## src/adc_ctrl_pkg.sv

```systemverilog
package adc_ctrl_pkg;
    // register byte offsets
    localparam logic [7:0] CSR_OFFSET = 8'h00;
    localparam logic [7:0] DATA_BASE_OFFSET = 8'h04;
    localparam logic [7:0] DATA_LAST_OFFSET = 8'h10;
    localparam logic [7:0] EVT_STATUS_OFFSET = 8'h14;
    localparam logic [7:0] EVT_MASK_OFFSET = 8'h18;

    // control/status field positions
    localparam int FLAG_BIT = 15;
    localparam int IRQ_EN_BIT = 14;
    localparam int START_BIT = 13;
    localparam int ROUTE_BIT = 12;
    localparam int CLK_SEL_LSB = 6;
    localparam int MODE_LSB = 4;
    localparam int CHAN_LSB = 0;
    localparam int RESULT_LSB = 6;
    localparam int RESULT_W = 10;
    localparam int CHAN_COUNT = 4;

    // event status / mask layout
    localparam int EVT_W = 2;
    localparam int EVT_PASS_BIT = 0;
    localparam int EVT_CHAN_BIT = 1;

    // reset values
    localparam logic FLAG_RESET = 1'b0;
    localparam logic IRQ_EN_RESET = 1'b0;
    localparam logic START_RESET = 1'b0;
    localparam logic ROUTE_RESET = 1'b0;
    localparam logic [1:0] CLK_SEL_RESET = 2'h1;
    localparam logic [1:0] MODE_RESET = 2'h0;
    localparam logic [1:0] CHAN_RESET = 2'h0;
    localparam logic [EVT_W-1:0] EVT_RESET = 2'h0;
    localparam logic [9:0] RESULT_RESET = 10'h000;

    typedef enum logic [1:0] {
        MODE_SINGLE = 2'h0,
        MODE_PROHIBITED = 2'h1,
        MODE_MULTI = 2'h2,
        MODE_SCAN = 2'h3
    } conv_mode_t;

    typedef enum logic [1:0] {
        SEQ_IDLE = 2'h0,
        SEQ_ISSUE = 2'h1,
        SEQ_WAIT = 2'h3,
        SEQ_HOLD = 2'h2
    } seq_state_t;

    // request to the converter core
    typedef struct packed {
        logic start;
        logic [1:0] channel;
    } core_req_t;

    // answer from the converter core
    typedef struct packed {
        logic done;
        logic [9:0] result;
    } core_rsp_t;

    // sequencer report to the register file
    typedef struct packed {
        logic valid;
        logic [1:0] channel;
        logic [9:0] result;
        logic pass_done;
        logic finished;
    } seq_event_t;
endpackage : adc_ctrl_pkg

```

## src/conv_sequencer.sv

```systemverilog
`timescale 1ns/100ps
module conv_sequencer (
    input logic clk,
    input logic rst_n,
    input logic enable,
    input adc_ctrl_pkg::conv_mode_t mode,
    input logic [1:0] chan_sel,
    output adc_ctrl_pkg::core_req_t core_req,
    input adc_ctrl_pkg::core_rsp_t core_rsp,
    output adc_ctrl_pkg::seq_event_t evt
);
    typedef struct packed {
        adc_ctrl_pkg::seq_state_t st;
        adc_ctrl_pkg::core_req_t req;
        adc_ctrl_pkg::seq_event_t evt;
    } seq_t;

    seq_t s;
    seq_t next_s;
    logic single;
    logic last_chan;

    // single (and the prohibited code) convert just the selected channel
    assign single = (mode == adc_ctrl_pkg::MODE_SINGLE) ||
                    (mode == adc_ctrl_pkg::MODE_PROHIBITED);
    assign last_chan = single || (s.req.channel == chan_sel);

    // channel stepping and pass completion
    always_comb begin
        next_s = s;
        next_s.req.start = 1'b0;
        next_s.evt = '0;
        case (s.st)
            adc_ctrl_pkg::SEQ_IDLE: begin
                if (enable) begin
                    next_s.req.start = 1'b1;
                    next_s.req.channel = single ? chan_sel : 2'h0;
                    next_s.st = adc_ctrl_pkg::SEQ_ISSUE;
                end
            end
            adc_ctrl_pkg::SEQ_ISSUE: begin
                next_s.st = adc_ctrl_pkg::SEQ_WAIT;
            end
            adc_ctrl_pkg::SEQ_WAIT: begin
                if (core_rsp.done) begin
                    next_s.evt.valid = 1'b1;
                    next_s.evt.channel = s.req.channel;
                    next_s.evt.result = core_rsp.result;
                    if (!last_chan) begin
                        next_s.req.start = 1'b1;
                        next_s.req.channel = s.req.channel + 2'h1;
                        next_s.st = adc_ctrl_pkg::SEQ_ISSUE;
                    end else if (mode == adc_ctrl_pkg::MODE_SCAN) begin
                        next_s.evt.pass_done = 1'b1;
                        next_s.req.start = 1'b1;
                        next_s.req.channel = 2'h0;
                        next_s.st = adc_ctrl_pkg::SEQ_ISSUE;
                    end else begin
                        next_s.evt.pass_done = 1'b1;
                        next_s.evt.finished = 1'b1;
                        next_s.st = adc_ctrl_pkg::SEQ_HOLD;
                    end
                end
            end
            default: begin
                // wait for the start bit to drop before rearming
                if (!enable) begin
                    next_s.st = adc_ctrl_pkg::SEQ_IDLE;
                end
            end
        endcase
        // start bit low halts any conversion at once
        if (!enable) begin
            next_s.st = adc_ctrl_pkg::SEQ_IDLE;
            next_s.req.start = 1'b0;
        end
    end

    always_ff @(posedge clk or negedge rst_n) begin
        if (!rst_n) begin
            s <= '0;
        end else begin
            s <= next_s;
        end
    end

    assign core_req = s.req;
    assign evt = s.evt;
endmodule : conv_sequencer

```

## src/adc_control_status_upper.sv

```systemverilog
// Behaviour
// - single mode: flag set when conversion ends
// - multi/scan: flag set after full pass
// - flag cleared by writing 0 after reading 1
// - result read by DMA clears flag
// - writing 1 to flag is ignored
// - request raised only with irq enable set
// - start 1 begins, 0 stops conversion
// - start bit reads 1 while converting
// - single mode clears start when done
// - multi mode clears start after pass
// - scan repeats until software, reset, standby
// - route bit picks interrupt or DMA request
// - bits 11 to 8 read zero
// - result stored in bits 15:6
`timescale 1ns/100ps
module adc_control_status_upper (
    input logic CORE_CLK,
    input logic RESET_N,
    input logic PSEL,
    input logic PENABLE,
    input logic PWRITE,
    input logic [7:0] PADDR,
    input logic [31:0] PWDATA,
    output logic [31:0] PRDATA,
    output logic PREADY,
    output logic PSLVERR,
    input logic STANDBY,
    output adc_ctrl_pkg::core_req_t CORE_REQ,
    input adc_ctrl_pkg::core_rsp_t CORE_RSP,
    output logic CONV_END_IRQ,
    output logic DMA_REQUEST,
    output logic IRQ
);
    typedef enum logic [2:0] {
        SEL_NONE = 3'h0,
        SEL_CSR = 3'h1,
        SEL_DATA = 3'h2,
        SEL_EVT = 3'h3,
        SEL_MASK = 3'h4
    } reg_sel_t;

    typedef struct packed {
        logic flag;
        logic flag_seen;
        logic irq_en;
        logic start;
        logic route;
        logic [1:0] clk_sel;
        adc_ctrl_pkg::conv_mode_t mode;
        logic [1:0] chan;
        logic [adc_ctrl_pkg::CHAN_COUNT-1:0][9:0] result;
        logic [adc_ctrl_pkg::EVT_W-1:0] evt_status;
        logic [adc_ctrl_pkg::EVT_W-1:0] evt_mask;
        logic [31:0] prdata;
        logic pready;
        logic pslverr;
        logic conv_irq;
        logic dma_req;
        logic irq;
    } regs_t;

    regs_t s;
    regs_t next_s;
    logic [1:0] rst_sync;
    logic rst_n;
    adc_ctrl_pkg::seq_event_t evt;
    logic commit;
    logic [1:0] data_idx;
    reg_sel_t sel;

    // address decode shared by read, write and error answer
    function automatic reg_sel_t decode(input logic [7:0] a);
        reg_sel_t r;
        r = SEL_NONE;
        if (a == adc_ctrl_pkg::CSR_OFFSET) begin
            r = SEL_CSR;
        end else if (a >= adc_ctrl_pkg::DATA_BASE_OFFSET &&
                     a <= adc_ctrl_pkg::DATA_LAST_OFFSET && a[1:0] == 2'h0) begin
            r = SEL_DATA;
        end else if (a == adc_ctrl_pkg::EVT_STATUS_OFFSET) begin
            r = SEL_EVT;
        end else if (a == adc_ctrl_pkg::EVT_MASK_OFFSET) begin
            r = SEL_MASK;
        end
        return r;
    endfunction : decode

    // read value of the control/status word
    function automatic logic [31:0] csr_word(input regs_t r);
        logic [31:0] w;
        w = 32'h0000_0000;
        w[adc_ctrl_pkg::FLAG_BIT] = r.flag;
        w[adc_ctrl_pkg::IRQ_EN_BIT] = r.irq_en;
        w[adc_ctrl_pkg::START_BIT] = r.start;
        w[adc_ctrl_pkg::ROUTE_BIT] = r.route;
        w[adc_ctrl_pkg::CLK_SEL_LSB +: 2] = r.clk_sel;
        w[adc_ctrl_pkg::MODE_LSB +: 2] = r.mode;
        w[adc_ctrl_pkg::CHAN_LSB +: 2] = r.chan;
        return w;
    endfunction : csr_word

    // reset release through two flops
    always_ff @(posedge CORE_CLK or negedge RESET_N) begin
        if (!RESET_N) begin
            rst_sync <= 2'h0;
        end else begin
            rst_sync <= {rst_sync[0], 1'b1};
        end
    end
    assign rst_n = rst_sync[1];

    // channel sequencer driving the converter core
    conv_sequencer conv_sequencer_i (
        .clk(CORE_CLK),
        .rst_n(rst_n),
        .enable(s.start),
        .mode(s.mode),
        .chan_sel(s.chan),
        .core_req(CORE_REQ),
        .core_rsp(CORE_RSP),
        .evt(evt)
    );

    assign sel = decode(PADDR);
    assign commit = PSEL && PENABLE && s.pready;
    assign data_idx = 2'((PADDR - adc_ctrl_pkg::DATA_BASE_OFFSET) >> 2);

    // bus answer, register updates and event flags
    always_comb begin
        next_s = s;
        next_s.pready = 1'b0;
        next_s.pslverr = 1'b0;

        // access phase: answer one cycle later with registered data
        if (PSEL && PENABLE && !s.pready) begin
            next_s.pready = 1'b1;
            next_s.pslverr = (sel == SEL_NONE);
            next_s.prdata = 32'h0000_0000;
            if (!PWRITE) begin
                if (sel == SEL_CSR) begin
                    next_s.prdata = csr_word(s);
                end else if (sel == SEL_DATA) begin
                    next_s.prdata[adc_ctrl_pkg::RESULT_LSB +: adc_ctrl_pkg::RESULT_W] =
                        s.result[data_idx];
                end else if (sel == SEL_EVT) begin
                    next_s.prdata[adc_ctrl_pkg::EVT_W-1:0] = s.evt_status;
                end else if (sel == SEL_MASK) begin
                    next_s.prdata[adc_ctrl_pkg::EVT_W-1:0] = s.evt_mask;
                end
            end
        end

        // hardware clears start at the end of a single or multi pass
        if (evt.finished) begin
            next_s.start = 1'b0;
        end

        // reads that carry side effects
        if (commit && !PWRITE) begin
            if (sel == SEL_CSR && s.prdata[adc_ctrl_pkg::FLAG_BIT]) begin
                next_s.flag_seen = 1'b1;
            end
            if (sel == SEL_DATA && s.route && s.flag) begin
                next_s.flag = 1'b0;
                next_s.flag_seen = 1'b0;
            end
        end

        // writes take effect at the completing edge
        if (commit && PWRITE) begin
            if (sel == SEL_CSR) begin
                if (!PWDATA[adc_ctrl_pkg::FLAG_BIT] && s.flag_seen) begin
                    next_s.flag = 1'b0;
                end
                next_s.flag_seen = 1'b0;
                next_s.irq_en = PWDATA[adc_ctrl_pkg::IRQ_EN_BIT];
                next_s.start = PWDATA[adc_ctrl_pkg::START_BIT];
                next_s.route = PWDATA[adc_ctrl_pkg::ROUTE_BIT];
                next_s.clk_sel = PWDATA[adc_ctrl_pkg::CLK_SEL_LSB +: 2];
                next_s.mode = adc_ctrl_pkg::conv_mode_t'(PWDATA[adc_ctrl_pkg::MODE_LSB +: 2]);
                next_s.chan = PWDATA[adc_ctrl_pkg::CHAN_LSB +: 2];
            end else if (sel == SEL_EVT) begin
                next_s.evt_status = s.evt_status & ~PWDATA[adc_ctrl_pkg::EVT_W-1:0];
            end else if (sel == SEL_MASK) begin
                next_s.evt_mask = PWDATA[adc_ctrl_pkg::EVT_W-1:0];
            end
        end

        // standby forces the converter idle
        if (STANDBY) begin
            next_s.start = 1'b0;
        end

        // results land in the channel's data word
        if (evt.valid) begin
            next_s.result[evt.channel] = evt.result;
            next_s.evt_status[adc_ctrl_pkg::EVT_CHAN_BIT] = 1'b1;
        end

        // hardware set last so it wins over any clear
        if (evt.pass_done) begin
            next_s.flag = 1'b1;
            next_s.evt_status[adc_ctrl_pkg::EVT_PASS_BIT] = 1'b1;
        end

        // request routing and the summary interrupt
        next_s.conv_irq = next_s.flag && next_s.irq_en && !next_s.route;
        next_s.dma_req = next_s.flag && next_s.irq_en && next_s.route;
        next_s.irq = |(next_s.evt_status & next_s.evt_mask);
    end

    always_ff @(posedge CORE_CLK or negedge rst_n) begin
        if (!rst_n) begin
            s <= '0;
            s.flag <= adc_ctrl_pkg::FLAG_RESET;
            s.irq_en <= adc_ctrl_pkg::IRQ_EN_RESET;
            s.start <= adc_ctrl_pkg::START_RESET;
            s.route <= adc_ctrl_pkg::ROUTE_RESET;
            s.clk_sel <= adc_ctrl_pkg::CLK_SEL_RESET;
            s.mode <= adc_ctrl_pkg::MODE_SINGLE;
            s.chan <= adc_ctrl_pkg::CHAN_RESET;
            s.evt_status <= adc_ctrl_pkg::EVT_RESET;
            s.evt_mask <= adc_ctrl_pkg::EVT_RESET;
        end else begin
            s <= next_s;
        end
    end

    // outputs straight from the state flops
    assign PRDATA = s.prdata;
    assign PREADY = s.pready;
    assign PSLVERR = s.pslverr;
    assign CONV_END_IRQ = s.conv_irq;
    assign DMA_REQUEST = s.dma_req;
    assign IRQ = s.irq;
endmodule : adc_control_status_upper

```

## config.mk

```make
export PLATFORM = sky130hd
export DESIGN_NAME = adc_control_status_upper
export DESIGN_NICKNAME = d
export VERILOG_FILES = /design/src/adc_ctrl_pkg.sv /design/src/conv_sequencer.sv /design/src/adc_control_status_upper.sv
export SDC_FILE = /design/constraint.sdc
export NUM_CORES = 1
export LEC_CHECK = 0
export BUFFER_PORTS_ARGS = -buffer_cell sky130_fd_sc_hd__buf_2
export CORE_ASPECT_RATIO = 0.9
export CORE_MARGIN = 2
export CORE_UTILIZATION = 55
export DETAILED_ROUTE_END_ITERATION = 6
export PLACE_DENSITY = 0.86
export SYNTH_ARGS = -nofsm -noshare
export SYNTH_HDL_FRONTEND = slang
export SYNTH_HIERARCHICAL = 1
export SYNTH_SLANG_ARGS = --single-unit
```

## constraint.sdc

```tcl
create_clock -name CORE_CLK -period 3.2 [get_ports CORE_CLK]
set_input_delay 0.32 -clock CORE_CLK [delete_from_list [all_inputs] [get_ports CORE_CLK]]
set_output_delay 0.32 -clock CORE_CLK [all_outputs]
set_load 0.01 [all_outputs]
```

* Word-level counts from Yosys, hierarchy flattened *
Index checks and enable logic that the tools add are counted.
W data, S select, Z words.

cells by class
  add/subtract/negate cells = 2
  $lt $le $gt $ge = 5
  eq/ne operators = 16
  multiplexer cells = 46
  bitwise gates (word level) = 3
  reductions and logical operators = 31

operators with widths
  cell                  number
  $bwmux W40            1
  $mux W10              4
  $mux W2               13
  $mux W11              2
  $bmux W10 S2          1
  $demux W10 S2         1
  $mux W20              1
  $mux W3               6
  $eq A8 B5 Y1 const B  2
  $mux W16              1
  $logic_and A1 B1 Y1   15
  $mux W15              1
  $mux W4               3
  $mux W5               2
  $ge A8 B3 Y1 const B  1
  $le A8 B5 Y1 const B  1
  $logic_not A8 Y1      1
  $mux W1               8
  $eq A3 B2 Y1 const B  2
  $logic_not A2 Y1      3
  $lt A2 B3 Y1 const B  2
  $ne A3 B3 Y1 const B  2
  $pmux W2 S3           1
  $pmux W3 S2           1
  other kinds (19)      28

storage, ports and cells
  flip-flop bits (word level) = 98

* Longest topological paths before layout *
  depth in word-level cells = 16
  gate-level depth with buffers = 11
  depth with buffers taken out = 7

* Hierarchy *
Netlist, hierarchy kept.

by module, submodules not included
  module                    times used  cells each  area an instance (um2)  sequential area each (um2)
  adc_control_status_upper  1           292         3628.5                  1903.1
  conv_sequencer            1           97          1044.8                  500.5

* Worst setup path before layout *
No wires, ideal clock.

  kind = input to register
  from = input port PADDR[2]
  to = register s (netlist bit CONV_END_IRQ)
  arrival time = 2156 ps
  setup slack = 914 ps
  stages on the path = 10
  path through = buf_2 inv_1 ha_1 buf_2 nor2b_1 clkbuf_1 nor3_1 nand3_1 a31oi_1 nor3b_1

RTL lines
  item                  RTL line                         text
  start, declared       adc_control_status_upper.sv:23   input logic [7:0] PADDR,
  end signal, assigned  adc_control_status_upper.sv:226  s <= next_s;
  end, declared         adc_control_status_upper.sv:63   regs_t s;

==> impl_metrics.json <==
{
  "p_seq_share_pct": 57.8,
  "rsz0062_at_grt": "false",
  "cp.depth": 8,
  "grt_usage_pct": 20.25,
  "crit-reg2reg-launch": "conv_sequencer_i/s[18]$_DFFE_PN0P_",
  "slowest_stage": "nor2b_1",
  "dr.first_iter.drc_count": 175,
  "synth_edf_count": 0,
  "synth_common_cells": "dfrtp_1 (95), buf_4 (50), mux2_2 (44), nand2_1 (39)",
  "grt_first_pass_wirelength_mm": 14.39,
  "dieWidth_um": 101.2,
  "path_common_cell": "inv_1",
  "grt_max_degree": 37,
  "dieArea_um2": 9252,
  "drt-pass1-iter-count": 4,
  "ioPinCount": 97,
  "wl_per_cell_um": 17.17,
  "maxCapViolCount": 0,
  "path_clk_slew_ns": 0.10,
  "crit_start": "PADDR[2]",
  "period_share_pct": 72.52,
  "reg2reg_slack_ns": 1.15,
  "grt_pass1_vias": 3015,
  "syn_to_final_growth_pct": 5.863,
  "routed-wl-met3_um": 514,
  "regArea_um2": 2407,
  "path_delay_family": "simple AND/OR/NAND/NOR gates",
  "wl_mm": 8.894,
  "crit_arrival_ns": 2.57,
  "power.internal_w": 0.001567,
  "synth_cell_types": 54,
  "power-per-cell-area_nw_per_um2": 428.7,
  "cp_num_buf_inv": 3,
  "clkLatencyLatePin_ns": 0.37,
  "path_class": "in -> reg",
  "syn-cell-area_um2": 4673,
  "yosysTopAreaCellShare_pct": 50.87,
  "hold-worst-slack_ns": 0.08874,
  "timing.fmax_mhz": 430.9,
  "rows": 31,
  "chipHeight_um": 91.45,
  "p_leak_nw": 2.605,
  "syn-instance-count": 389,
  "core_area_um2": 8145,
  "vias": 2994,
  "clk_path_buf_depth": 2,
  "drc": 0,
  "r2r_end": "conv_sequencer_i/core_req[0]$_DFFE_PN0P_",
  "crit_path_end": "s[91]$_DFF_PN0_",
  "met1_length_mm": 3.773,
  "r2r_cells": 6,
  "power_frac_comb_pct": 4.8,
  "synthFlopType": "dfrtp_1",
  "critPathMaxStageDelay_ns": 0.54,
  "syn_area_per_cell_um2": 12.01,
  "hp-class": "in -> reg",
  "crit_chain": "buf_2, inv_1, ha_1, nor2b_1, and4_1, nand3b_1, a31oi_1, inv_1",
  "p_clk_share_pct": 37.4,
  "cts_tree": "done",
  "finClkSkew_ns": 0.009513,
  "final_layout_size_suffix_gt1_share_pct": 34.84,
  "synth_top_area_cell": "dfrtp_1",
  "cts.sinks": 96,
  "route.met2.wl_mm": 4.358,
  "overflow": 0,
  "min_period_ns": 2.321,
  "yosys_warnings": 6,
  "htree_levels": 3,
  "detail-route-antenna-nets": 0,
  "start_util_pct": 57.37,
  "final_hold_viol_count": 0,
  "finalSetupTns_ns": 0,
  "fill_cells": 612,
  "hpwl_mm": 6.393,
  "multi_input_area_um2": 1854,
  "drt-vias-per-instance": 5.780,
  "worst_slew_pin_slew_ns": 0.8960,
  "async_flop_share_pct": 100.0,
  "antenna_found_initial": 0,
  "crit_required_ns": 3.45,
  "top_layer": "met4",
  "cp_max_fo": 12,
  "ir_drop_mv": 0.1876,
  "synth_area_leaders": "dfrtp_1 (51%), mux2_2 (11%), buf_4 (8.0%), mux4_2 (4.8%), nand2_1 (3.1%)",
  "drv_slew": 0,
  "p_sw_w": 0.0005545,
  "p_sw_share_pct": 26.14,
  "synth.most_common_cell": "dfrtp_1",
  "place_congestion": 0.8315,
  "nets": 477,
  "cts_resized": 0,
  "status": "finished, final reports clean",
  "slew_headroom_pct": 39.77,
  "num_antenna_cells": 0,
  "root_buffer": "clkbuf_8",
  "cts_buffers": 9,
  "io_buffers": 56,
  "synth_seq_cells": 96,
  "synth_seq_area_share_pct": 51.43,
  "critPathLaunchType": "input port",
  "finalSetupViolCount": 0,
  "critPathCaptureType": "register"
}
[flip-flops by register name, summed over array words and instances (netlist names)]
register,count
CONV_END_IRQ,1
PRDATA,14
rst_sync,2
DMA_REQUEST,1
conv_sequencer_i/core_req,3
s,55
IRQ,1
PSLVERR,1
conv_sequencer_i/s,2
PREADY,1
conv_sequencer_i/evt,15
[metal layers]
| metal | up-vias | global-route usage [%] |
|---|---|---|
| met5 | - | 0 |
| met4 | 0 | 10.36 |
| met3 | 25 | 3.772 |
| met2 | 117 | 32.51 |
| met1 | 1491 | 26.13 |
| li1 | 1361 | - |
[worst reg2reg max path, cell delays in order, from the launching register on]
cell     delay [ns]
dfrtp_1        0.41
ha_1           0.45
nand2_1        0.31
inv_1          0.12
a22o_1         0.23
a211o_2        0.31
o221a_2        0.12
[stage by stage]
| step | std cells | utilization [%] | worst slack (ns) | power, W | cell area, um2 |
|---|---|---|---|---|---|
| 6_report | 518 | 60.74 | 0.8794 | 0.002121 | 4947 |
| 5_1_grt | 518 | 60.74 | 0.7373 | 0.002203 | 4947 |
| 4_1_cts | 518 | 60.74 | 0.8691 | 0.002138 | 4947 |
| 3_5_place_dp | 501 | 58.11 | 0.5140 | 0.001351 | 4733 |
| 3_3_place_gp | 501 | 58.11 | 0.6438 | 0.001347 | 4733 |
| 2_1_floorplan | 406 | - | 0.3297 | 0.001322 | 4737 |
[logic make-up after synthesis]
kind of cell    Yosys count  share of synthesized area [%]
mux                      55                          15.64
buf+inv                  73                          10.25
fa+ha+maj                 6                          1.606
other cells               2                         0.1607
xor+xnor                  2                         0.5356
compound gates           45                          7.149
simple gates            110                          13.23
flops                    96                          51.43
[cells in the final DEF, fill, tap and decap left out, types with 4 or more instances in the layout]
| master | count |
|---|---|
| dfrtp_1 | 94 |
| buf_2 | 56 |
| mux2_2 | 44 |
| nand2_1 | 39 |
| conb_1 | 19 |
| a22o_1 | 12 |
| o21ai_0 | 12 |
| nand3b_1 | 11 |
| and3_1 | 11 |
| mux4_2 | 10 |
| nand3_1 | 9 |
| clkbuf_8 | 9 |
| inv_1 | 8 |
| nor2_1 | 8 |
| nor3_1 | 7 |
| ha_1 | 6 |
| nor3b_1 | 5 |
| buf_4 | 5 |
| and2_1 | 4 |
[cell type report]
| cell class | instances | share of cell area (%) |
|---|---|---|
| Multi-Input combinational cell | 237 | 37.48 |
| Clock buffer | 9 | 2.504 |
| Sequential cell | 96 | 48.66 |
| Inverter | 8 | 0.6070 |
| Clock inverter | 7 | 1.619 |
| Timing Repair Buffer | 62 | 6.626 |
| Tap cell | 99 | 2.504 |
[power groups by stage]
stage	logic (W)	registers (W)	clock network, W
2_1_floorplan	0.0000636	0.00126	0
3_3_place_gp	0.0000975	0.00125	0
3_5_place_dp	0.000101	0.00125	0
4_1_cts	0.000102	0.00123	0.000809
5_1_grt	0.000114	0.00123	0.000861
6_report	0.000101	0.00123	0.000794
[worst min path at each step]
stage / start / endpoint / slack [ns] / cells past startpoint
2_1_floorplan: RESET_N / rst_sync[0]$_DFF_PN0_ / 0.02 / 0
3_3_place_gp: RESET_N / rst_sync[0]$_DFF_PN0_ / 0.11 / 1
3_5_place_dp: RESET_N / rst_sync[0]$_DFF_PN0_ / 0.11 / 1
4_1_cts: STANDBY / s[88]$_DFF_PN0_ / 0.08 / 2
5_1_grt: STANDBY / s[88]$_DFF_PN0_ / 0.09 / 2
6_report: STANDBY / s[88]$_DFF_PN0_ / 0.09 / 2
[repair_timing]
| action | 4_1_cts | 5_1_grt |
|---|---|---|
| hold buffers | 1 | 0 |
| setup buffers | 0 | 0 |
| endpoints found under the hold margin | 2 | 0 |
Note: power is estimated with default switching activity, not from simulation.
